==> src/zbi_pkg.sv <==
// constants and types for the zone wait/hold bus timing block
package zbi_pkg;
   // -----------------------------------------------------------------
   // register addresses
   // -----------------------------------------------------------------
   localparam logic [15:0] ADDR_BUS_UNIT_CFG = 16'hF900;
   localparam logic [15:0] ADDR_IO_ZONE_CFG  = 16'hF902;
   localparam logic [15:0] ADDR_FLASH_CFG    = 16'hF904;
   // -----------------------------------------------------------------
   // reset values and writable masks
   // -----------------------------------------------------------------
   localparam logic [15:0] RST_IO_ZONE_CFG  = 16'h069F;
   localparam logic [15:0] RST_FLASH_CFG    = 16'h069F;
   localparam logic [15:0] RST_BUS_UNIT_CFG = 16'h0007;
   localparam logic [15:0] MSK_IO_ZONE_CFG  = 16'h029F;
   localparam logic [15:0] MSK_FLASH_CFG    = 16'h0EFF;
   localparam logic [15:0] MSK_BUS_UNIT_CFG = 16'h0007;
   // -----------------------------------------------------------------
   // field positions
   // -----------------------------------------------------------------
   localparam int WAIT_LSB      = 0;
   localparam int HOLD_LSB      = 3;
   localparam int WIDTH_BIT     = 7;
   localparam int POST_IDLE_BIT = 9;
   localparam int PRE_IDLE_BIT  = 10;
   localparam int FAST_RD_BIT   = 11;
   localparam int EARLY_WR_BIT  = 0;
   // -----------------------------------------------------------------
   // address zones
   // -----------------------------------------------------------------
   localparam logic [15:0] FLASH_TOP = 16'hBFFF;
   localparam logic [15:0] RAM_LO    = 16'hE000;
   localparam logic [15:0] RAM_HI    = 16'hE7FF;
   localparam logic [15:0] EE_LO     = 16'hF000;
   localparam logic [15:0] EE_HI     = 16'hF27F;
   localparam logic [7:0]  IO_PAGE   = 8'hFB;
   localparam logic [15:0] CORE_LO   = 16'hF000;
   // -----------------------------------------------------------------
   // basic cycle lengths in clocks
   // -----------------------------------------------------------------
   localparam logic [3:0] BASE_FAST   = 4'h1;
   localparam logic [3:0] BASE_NORMAL = 4'h2;
   localparam logic [3:0] WAIT_ONE    = 4'h1;
   typedef enum logic [2:0] {
      ZN_FLASH = 3'h0, ZN_RAM = 3'h1, ZN_EE = 3'h2,
      ZN_CORE  = 3'h3, ZN_IO  = 3'h4, ZN_NONE = 3'h5
   } zbi_zone_type;
   typedef enum logic [1:0] {
      ST_IDLE = 2'h0, ST_GAP = 2'h1, ST_WAIT = 2'h3, ST_HOLD = 2'h2
   } zbi_state_type;
endpackage : zbi_pkg

==> src/zbi_timing.sv <==
// zone decode and wait/hold/idle cycle sequencer for the core bus
`timescale 1ns/1ps
// Summary of operation
// - wait field adds zero to seven internal wait cycles per zone access
// - hold field adds zero to three hold cycles
// - fast read set makes flash wait and hold fields ignored
// - bus width bit selects 8 or 16 bit bus, resets to 16
// - post idle adds one idle cycle when next cycle changes zone
// - preliminary idle adds one idle cycle before entering the flash zone from another zone
// - fast read gives one-clock reads, otherwise two clocks or more
// - 0000-BFFF is flash zone, timed by flash register and early write
// - fast flash read adds no wait and no hold
// - normal flash read adds one plus wait field, hold field holds
// - fast-mode flash write adds one plus early write, no hold
// - normal flash write adds wait plus one or two, hold field holds
// - RAM E000-E7FF has no wait and no hold
// - EEPROM reads add one wait unless fast EEPROM set, never hold
// - core registers and peripherals F280-FFFF outside the port page add one wait, no hold
// - port range FB00-FBFF timed by the I/O zone register
// - early write bit selects late or early write, resets early
// - normal read two clocks, fast read one, late write two
// - waits follow the address, holds extend the end of cycle
module zbi_timing (
   input  wire logic        clk_sys,
   input  wire logic        rst_n,
   input  wire logic        ce,
   input  wire logic        core_req,
   input  wire logic        core_wr,
   input  wire logic [15:0] core_addr,
   input  wire logic [15:0] core_wdata,
   output logic             core_done,
   output logic      [15:0] core_rdata,
   input  wire logic        fast_eeprom_access,
   input  wire logic [15:0] mem_rdata,
   output logic      [15:0] mem_addr,
   output logic      [15:0] mem_wdata,
   output logic             mem_wr,
   output logic      [2:0]  mem_zone,
   output logic             mem_active,
   output logic             mem_hold,
   output logic             flash_bus_16,
   output logic             io_bus_16
);
   // -----------------------------------------------------------------
   // reset release
   // -----------------------------------------------------------------
   logic rst_m_r;
   logic rst_s_r;
   always_ff @(posedge clk_sys or negedge rst_n) begin
      if (!rst_n) begin
         rst_m_r <= 1'b0;
         rst_s_r <= 1'b0;
      end else begin
         rst_m_r <= 1'b1;
         rst_s_r <= rst_m_r;
      end
   end
   // -----------------------------------------------------------------
   // state
   // -----------------------------------------------------------------
   typedef struct packed {
      zbi_pkg::zbi_state_type st;
      logic [1:0]             cnt_gap;
      logic [3:0]             cnt;
      logic [3:0]             wait_ld;
      logic [1:0]             hold_ld;
      zbi_pkg::zbi_zone_type  zone;
      zbi_pkg::zbi_zone_type  last_zone;
      logic                   last_valid;
      logic                   last_post;
      logic [15:0]            addr;
      logic [15:0]            wdata;
      logic                   wr;
      logic [15:0]            rdata;
      logic                   done;
   } zbi_seq_type;
   zbi_seq_type s_r;
   zbi_seq_type s_nxt;
   logic [15:0] io_cfg;
   logic [15:0] fl_cfg;
   logic [15:0] bu_cfg;
   logic        finish;
   logic        accept;
   // -----------------------------------------------------------------
   // configuration registers
   // -----------------------------------------------------------------
   logic we_io;
   logic we_fl;
   logic we_bu;
   always_comb begin
      we_io = 1'b0;
      we_fl = 1'b0;
      we_bu = 1'b0;
      if (finish && s_r.wr) begin
         if (s_r.addr == zbi_pkg::ADDR_IO_ZONE_CFG) begin
            we_io = 1'b1;
         end else if (s_r.addr == zbi_pkg::ADDR_FLASH_CFG) begin
            we_fl = 1'b1;
         end else if (s_r.addr == zbi_pkg::ADDR_BUS_UNIT_CFG) begin
            we_bu = 1'b1;
         end
      end
   end
   zbi_cfg_reg #(.RST(zbi_pkg::RST_IO_ZONE_CFG), .MSK(zbi_pkg::MSK_IO_ZONE_CFG)) u_io (
      .clk_sys (clk_sys),
      .rst_n   (rst_s_r),
      .ce      (ce),
      .we      (we_io),
      .wdata   (s_r.wdata),
      .q       (io_cfg)
   );
   zbi_cfg_reg #(.RST(zbi_pkg::RST_FLASH_CFG), .MSK(zbi_pkg::MSK_FLASH_CFG)) u_fl (
      .clk_sys (clk_sys),
      .rst_n   (rst_s_r),
      .ce      (ce),
      .we      (we_fl),
      .wdata   (s_r.wdata),
      .q       (fl_cfg)
   );
   zbi_cfg_reg #(.RST(zbi_pkg::RST_BUS_UNIT_CFG), .MSK(zbi_pkg::MSK_BUS_UNIT_CFG)) u_bu (
      .clk_sys (clk_sys),
      .rst_n   (rst_s_r),
      .ce      (ce),
      .we      (we_bu),
      .wdata   (s_r.wdata),
      .q       (bu_cfg)
   );
   // -----------------------------------------------------------------
   // field views
   // -----------------------------------------------------------------
   logic       fast_rd;
   logic       early_wr;
   logic [3:0] fl_wait;
   logic [1:0] fl_hold;
   logic [3:0] io_wait;
   logic [1:0] io_hold;
   assign fast_rd  = fl_cfg[zbi_pkg::FAST_RD_BIT];
   assign early_wr = bu_cfg[zbi_pkg::EARLY_WR_BIT];
   assign fl_wait  = {1'b0, fl_cfg[zbi_pkg::WAIT_LSB +: 3]};
   assign fl_hold  = fl_cfg[zbi_pkg::HOLD_LSB +: 2];
   assign io_wait  = {1'b0, io_cfg[zbi_pkg::WAIT_LSB +: 3]};
   assign io_hold  = io_cfg[zbi_pkg::HOLD_LSB +: 2];
   assign flash_bus_16 = fl_cfg[zbi_pkg::WIDTH_BIT];
   assign io_bus_16    = io_cfg[zbi_pkg::WIDTH_BIT];
   // -----------------------------------------------------------------
   // zone decode and cycle budget of the incoming request
   // -----------------------------------------------------------------
   zbi_pkg::zbi_zone_type zn;
   logic [3:0] base;
   logic [3:0] wt;
   logic [1:0] hd;
   logic [1:0] gap;
   logic       pre;
   always_comb begin
      if (core_addr <= zbi_pkg::FLASH_TOP) begin
         zn = zbi_pkg::ZN_FLASH;
      end else if (core_addr >= zbi_pkg::RAM_LO && core_addr <= zbi_pkg::RAM_HI) begin
         zn = zbi_pkg::ZN_RAM;
      end else if (core_addr >= zbi_pkg::EE_LO && core_addr <= zbi_pkg::EE_HI) begin
         zn = zbi_pkg::ZN_EE;
      end else if (core_addr[15:8] == zbi_pkg::IO_PAGE) begin
         zn = zbi_pkg::ZN_IO;
      end else if (core_addr >= zbi_pkg::CORE_LO) begin
         zn = zbi_pkg::ZN_CORE;
      end else begin
         zn = zbi_pkg::ZN_NONE;
      end
   end
   always_comb begin
      base = zbi_pkg::BASE_NORMAL;
      wt   = 4'h0;
      hd   = 2'h0;
      case (zn)
         zbi_pkg::ZN_FLASH: begin
            if (fast_rd) begin
               if (core_wr) begin
                  wt = zbi_pkg::WAIT_ONE + {3'h0, early_wr};
               end else begin
                  base = zbi_pkg::BASE_FAST;
               end
            end else if (core_wr) begin
               wt = zbi_pkg::WAIT_ONE + {3'h0, early_wr} + fl_wait;
               hd = fl_hold;
            end else begin
               wt = zbi_pkg::WAIT_ONE + fl_wait;
               hd = fl_hold;
            end
         end
         zbi_pkg::ZN_RAM: begin
            wt = 4'h0;
         end
         zbi_pkg::ZN_EE: begin
            wt = {3'h0, ~fast_eeprom_access};
         end
         zbi_pkg::ZN_IO: begin
            if (core_wr) begin
               wt = zbi_pkg::WAIT_ONE + {3'h0, early_wr} + io_wait;
            end else begin
               wt = zbi_pkg::WAIT_ONE + io_wait;
            end
            hd = io_hold;
         end
         default: begin
            wt = zbi_pkg::WAIT_ONE;
         end
      endcase
   end
   // one idle from the old zone's post bit and one from the new zone's pre bit
   assign pre = (zn == zbi_pkg::ZN_FLASH) && fl_cfg[zbi_pkg::PRE_IDLE_BIT];
   always_comb begin
      gap = 2'h0;
      if (s_r.last_valid && zn != s_r.last_zone) begin
         gap = {1'b0, s_r.last_post} + {1'b0, pre};
      end
   end
   // -----------------------------------------------------------------
   // sequencer
   // -----------------------------------------------------------------
   // no new request in the done cycle: the core still holds the old one
   assign accept = (s_r.st == zbi_pkg::ST_IDLE) && core_req && !s_r.done;
   always_comb begin
      finish = 1'b0;
      s_nxt  = s_r;
      s_nxt.done = 1'b0;
      case (s_r.st)
         zbi_pkg::ST_IDLE: begin
            if (accept) begin
               s_nxt.addr    = core_addr;
               s_nxt.wdata   = core_wdata;
               s_nxt.wr      = core_wr;
               s_nxt.zone    = zn;
               s_nxt.wait_ld = base + wt - 4'h1;
               s_nxt.hold_ld = hd;
               if (gap != 2'h0) begin
                  s_nxt.st      = zbi_pkg::ST_GAP;
                  s_nxt.cnt_gap = gap - 2'h1;
               end else begin
                  s_nxt.st  = zbi_pkg::ST_WAIT;
                  s_nxt.cnt = base + wt - 4'h1;
               end
            end
         end
         zbi_pkg::ST_GAP: begin
            if (s_r.cnt_gap == 2'h0) begin
               s_nxt.st  = zbi_pkg::ST_WAIT;
               s_nxt.cnt = s_r.wait_ld;
            end else begin
               s_nxt.cnt_gap = s_r.cnt_gap - 2'h1;
            end
         end
         zbi_pkg::ST_WAIT: begin
            if (s_r.cnt != 4'h0) begin
               s_nxt.cnt = s_r.cnt - 4'h1;
            end else if (s_r.hold_ld != 2'h0) begin
               s_nxt.st  = zbi_pkg::ST_HOLD;
               s_nxt.cnt = {2'h0, s_r.hold_ld} - 4'h1;
            end else begin
               finish = 1'b1;
            end
         end
         zbi_pkg::ST_HOLD: begin
            if (s_r.cnt != 4'h0) begin
               s_nxt.cnt = s_r.cnt - 4'h1;
            end else begin
               finish = 1'b1;
            end
         end
         default: begin
            s_nxt.st = zbi_pkg::ST_IDLE;
         end
      endcase
      if (finish) begin
         s_nxt.st         = zbi_pkg::ST_IDLE;
         s_nxt.done       = 1'b1;
         s_nxt.last_zone  = s_r.zone;
         s_nxt.last_valid = 1'b1;
         s_nxt.last_post  = (s_r.zone == zbi_pkg::ZN_FLASH) ? fl_cfg[zbi_pkg::POST_IDLE_BIT] :
                            (s_r.zone == zbi_pkg::ZN_IO) ? io_cfg[zbi_pkg::POST_IDLE_BIT] : 1'b0;
         if (s_r.wr) begin
            s_nxt.rdata = s_r.rdata;
         end else if (s_r.addr == zbi_pkg::ADDR_IO_ZONE_CFG) begin
            s_nxt.rdata = io_cfg;
         end else if (s_r.addr == zbi_pkg::ADDR_FLASH_CFG) begin
            s_nxt.rdata = fl_cfg;
         end else if (s_r.addr == zbi_pkg::ADDR_BUS_UNIT_CFG) begin
            s_nxt.rdata = bu_cfg;
         end else if (s_r.zone == zbi_pkg::ZN_NONE) begin
            s_nxt.rdata = 16'h0000;
         end else begin
            s_nxt.rdata = mem_rdata;
         end
      end
   end
   always_ff @(posedge clk_sys or negedge rst_s_r) begin
      if (!rst_s_r) begin
         s_r <= '0;
      end else if (ce) begin
         s_r <= s_nxt;
      end
   end
   // -----------------------------------------------------------------
   // outputs
   // -----------------------------------------------------------------
   assign core_done  = s_r.done;
   assign core_rdata = s_r.rdata;
   assign mem_addr   = s_r.addr;
   assign mem_wdata  = s_r.wdata;
   assign mem_wr     = s_r.wr;
   assign mem_zone   = s_r.zone;
   assign mem_active = (s_r.st == zbi_pkg::ST_WAIT) || (s_r.st == zbi_pkg::ST_HOLD);
   assign mem_hold   = (s_r.st == zbi_pkg::ST_HOLD);
   // -----------------------------------------------------------------
   // checks
   // -----------------------------------------------------------------
   logic [4:0] lat;
   logic [4:0] exp_len;
   always_ff @(posedge clk_sys or negedge rst_s_r) begin
      if (!rst_s_r) begin
         lat     <= 5'h00;
         exp_len <= 5'h00;
      end else if (ce) begin
         if (accept) begin
            lat     <= 5'h01;
            exp_len <= {1'b0, base} + {1'b0, wt} + {3'h0, hd} + {3'h0, gap} + 5'h01;
         end else if (s_r.st != zbi_pkg::ST_IDLE || s_r.done) begin
            lat <= lat + 5'h01;
         end
      end
   end
endmodule : zbi_timing

==> src/zbi_cfg_reg.sv <==
// one masked configuration register written at bus-cycle completion
`timescale 1ns/1ps
module zbi_cfg_reg #(
   parameter logic [15:0] RST = 16'h0000,
   parameter logic [15:0] MSK = 16'hFFFF
) (
   input  wire logic        clk_sys,
   input  wire logic        rst_n,
   input  wire logic        ce,
   input  wire logic        we,
   input  wire logic [15:0] wdata,
   output logic      [15:0] q
);
   typedef struct packed {
      logic [15:0] val;
   } zbi_cfg_type;
   zbi_cfg_type s_r;
   zbi_cfg_type s_nxt;
   // reserved bits keep their reset value, so a read shows it unchanged
   always_comb begin
      s_nxt = s_r;
      if (we) begin
         s_nxt.val = (s_r.val & ~MSK) | (wdata & MSK);
      end
   end
   always_ff @(posedge clk_sys or negedge rst_n) begin
      if (!rst_n) begin
         s_r.val <= RST;
      end else if (ce) begin
         s_r <= s_nxt;
      end
   end
   assign q = s_r.val;
endmodule : zbi_cfg_reg

==> config.mk <==
export PLATFORM = sky130hd
export DESIGN_NAME = zbi_timing
export DESIGN_NICKNAME = d
export VERILOG_FILES = /design/src/zbi_pkg.sv /design/src/zbi_timing.sv /design/src/zbi_cfg_reg.sv
export SDC_FILE = /design/constraint.sdc
export NUM_CORES = 1
export LEC_CHECK = 0
export BUFFER_PORTS_ARGS = -buffer_cell sky130_fd_sc_hd__clkbuf_2
export CAP_MARGIN = 5
export CORE_MARGIN = 8
export CORE_UTILIZATION = 25
export DETAILED_ROUTE_END_ITERATION = 10
export PLACE_DENSITY = 0.53
export SKIP_CTS_REPAIR_TIMING = 1
export SKIP_LAST_GASP = 1
export SYNTH_ARGS = -nofsm -noshare
export SYNTH_HDL_FRONTEND = slang
export SYNTH_SLANG_ARGS = --single-unit
export TNS_END_PERCENT = 10
==> constraint.sdc <==
create_clock -name clk_sys -period 4.43 [get_ports clk_sys]
set_input_delay 0.6645 -clock clk_sys [delete_from_list [all_inputs] [get_ports clk_sys]]
set_output_delay 0.6645 -clock clk_sys [all_outputs]
set_load 0.005 [all_outputs]
==> impl_metrics.csv <==
group,metric,value,unit
status,status,"complete, no violations",
yosys,netlist_area,5180,sq um
floorplanning,core,20300,sq um
power,pwr_density_cell,520,nW/um^2
yosys,ys_types,65,
cells_and_area,layout.nets,584,
yosys,synthFlopType,"dfrtp_1",
yosys,yosysSeqAreaShare,46.4,%
worst_setup_path,crit_required,4700,ps
yosys,ys_ff_latch,95,
worst_setup_path,arrival,3560,ps
yosys,avgSynthCellArea,11.2,sq um
worst_setup_path,critPathCaptureType,"register",
floorplanning,start_util,25.5,%
route,num_vias,3497,
cts,clockBufferDepth,2,
yosys,yosys.area.top_type,"dfrtp_1",
timing,hold_viol,0,
cts,root_buffer,"clkbuf_16",
timing,fin_skew,7.72,ps
worst_setup_path,r2r_end,"s_r[67]",
power,p_leak,2.86,nW
global_route,grt_pass1_vias,3766,
yosys,syn_nets,530,
global_route,groute.usage.overall,10.4,%
yosys,ys_warn_count,0,
timing,worst_slew_pin_slew,904,ps
cells_and_area,regArea,2400,sq um
placement,port_buffers,110,
cts,cts_tree,"built",
route,routed_wirelength,12900,microns
route,drt_iter0_markers,131,
placement,gp_congestion,0.785,
cells_and_area,drive_above_1_share,42.3,%
yosys,synthTopCellsByArea,"dfrtp_1, mux2_2, dfstp_2",
timing,setup_viol,0,
yosys,synthArstFlopShare,100,%
timing,finalSetupTns,0,ps
worst_setup_path,path_class,"register to register",
route,route.detailed.wl_per_inst,16.4,microns
power,ir_drop,0.000168,V
global_route,grt_max_degree,56,
cts,clk_pin_slew,70,ps
timing,rsz0062_at_grt,"no",
floorplanning,die_x,160,microns
placement,dp_cells,774,
cts,cts-htree-levels,3,
yosys,synth_top_area_share,37.2,%
worst_setup_path,r2r_start,"u_bu.q[0]",
placement,dp_hpwl,9890,microns
floorplanning,dieHeight,160,microns
global_route,overflow,0,
cells_and_area,fill_cells,2140,
timing,maxSlewHeadroom,39.5,%
cts,cts_buffers,9,
timing,min_period,3290,ps
timing,max_freq,304,MHz
timing,slew_viol_final,0,
yosys,synth_cells,461,
cts,cts_sinks,95,
route,drtPass1Iterations,4,
global_route,antenna_found_initial,0,
timing,fin_crit_sh,74.2,%
run,cap_viol_max_count,0,
yosys,synth-edff-count,0,
floorplanning,rows,52,
power,power.total,3.08,mW
route,ant_nets,0,
cells_and_area,multi_input_area,2230,sq um
worst_setup_path,critPathMaxFanout,4,
worst_hold_path,hold_class,"primary input to async pin",
route,drc,0,
route,via_per_inst,4.43,
cells_and_area,syn_to_final_growth,14.4,%
floorplanning,fp.dieArea,25600,sq um
cells_and_area,final_cells,790,
worst_setup_path,r2r_slack,1140,ps
cts,clk-insertion-delay-late,350,ps
cells_and_area,antenna_cells,0,
worst_setup_path,crit_path_start_kind,"register",
floorplanning,pin_count,111,
global_route,grt_pass1_wl,21200,microns
worst_setup_path,reg2regPathDepth,13,
## worst max-delay path, cell delays in order (launching register included)
cell,delay [ps]
dfstp_2,570
nand2_1,140
ha_1,230
inv_1,70
fa_1,400
o21ai_0,170
a22oi_1,90
ha_1,290
inv_1,40
ha_1,200
fa_1,350
xnor3_1,410
nand2_1,60
a31oi_1,200
## worst max-delay path by stage
stage / cells past startpoint / endpoint / startpoint
after detailed placement: 14 / s_r[67] / core_wr
final: 13 / s_r[67] / u_bu.q[0]
after global placement: 14 / s_r[67] / core_wr
after floorplan: 13 / s_r[67] / core_wr
after global routing: 13 / s_r[67] / u_bu.q[0]
after CTS: 13 / s_r[67] / u_bu.q[0]
## through the flow
step	hold WS, ps	area, sq um	util, %	setup WS (ps)
after detailed placement	342	5620	27.7	932
final	89.2	5920	29.2	1140
after floorplan	331	5180	-	1270
after global placement	338	5620	27.7	1010
after CTS	79.3	5920	29.2	1130
after global routing	74.1	5920	29.2	877
## power by group
part	switching (mW)	internal [mW]	leakage [nW]
logic	0.385	0.462	1.57
registers	0.292	1.14	1.15
clock network	0.350	0.453	0.138
total	1.03	2.05	2.86
## registers in the layout, indices dropped and copies added (netlist names), 3 cells and up
signal,count
mem_zone,3
u_io.q,7
mem_addr,16
u_bu.q,3
s_r,19
core_rdata,16
u_fl.q,11
mem_wdata,16
## routing by layer
metal / up-vias / global-route usage [%] / share of wire (%) / wire length [microns]
li1: 1681 / - / - / -
met1: 1735 / 12.1 / 43 / 5590
met2: 72 / 18.2 / 52 / 6660
met3: 9 / 2.88 / 4.3 / 558
met4: 0 / 3.02 / 0.83 / 107
met5: - / 0 / 0 / 0
## logic make-up (layout without fill, tap and decap cells)
family | after synthesis | count (layout) | synth area share [%]
AOI/OAI and AO/OA | 73 | 73 | 9.81
xor gates and xnor gates | 4 | 4 | 0.943
adders and majority gates | 15 | 15 | 4.06
buffers and inverters | 91 | 150 | 10.6
DFF | 95 | 95 | 46.4
muxes | 68 | 68 | 15.3
other | 1 | 1 | 0.0724
and+or+nand+nor | 114 | 114 | 12.9
## area by class of cell
cell class	instances	area share, %
Sequential cell	95	40.6
Timing Repair Buffer	112	9.55
Inverter	22	1.39
Multi-Input combinational cell	275	37.7
Tap cell	270	5.71
Clock buffer	11	4.10
Clock inverter	5	0.972
## cell usage after synthesis (all sizes together) (2+ instances only)
cell / number
and3: 2
nor2: 23
nor3b: 4
nor3: 5
clkbuf: 11
dfrtp: 77
a211oi: 4
nand2: 43
nor4: 2
a21oi: 11
nand3: 6
nor4bb: 2
a31oi: 4
mux2i: 9
a221oi: 5
mux2: 59
buf: 58
nand3b: 3
o31ai: 2
ha: 12
and2: 4
and4bb: 2
nand2b: 4
dfstp: 18
nor2b: 7
fa: 3
a22oi: 7
o211ai: 2
nand4: 2
a222oi: 6
inv: 22
xnor2: 2
o21ai: 21
## cells in the final DEF (no fill, tap or decap), drive strengths merged, types with 3 or more instances in the layout
cell type,count
o21ai,21
a31oi,4
inv,22
nand3,6
nor2b,7
nand2,43
fa,3
mux2i,9
clkinvlp,3
a222oi,6
a221oi,5
dfstp,18
nand3b,3
a21oi,11
ha,12
nor2,23
nor3b,4
a211oi,4
clkbuf,121
dfrtp,77
and2,4
nor3,5
nand2b,4
a22oi,7
mux2,59
Note: power is estimated with default switching activity, not from simulation.
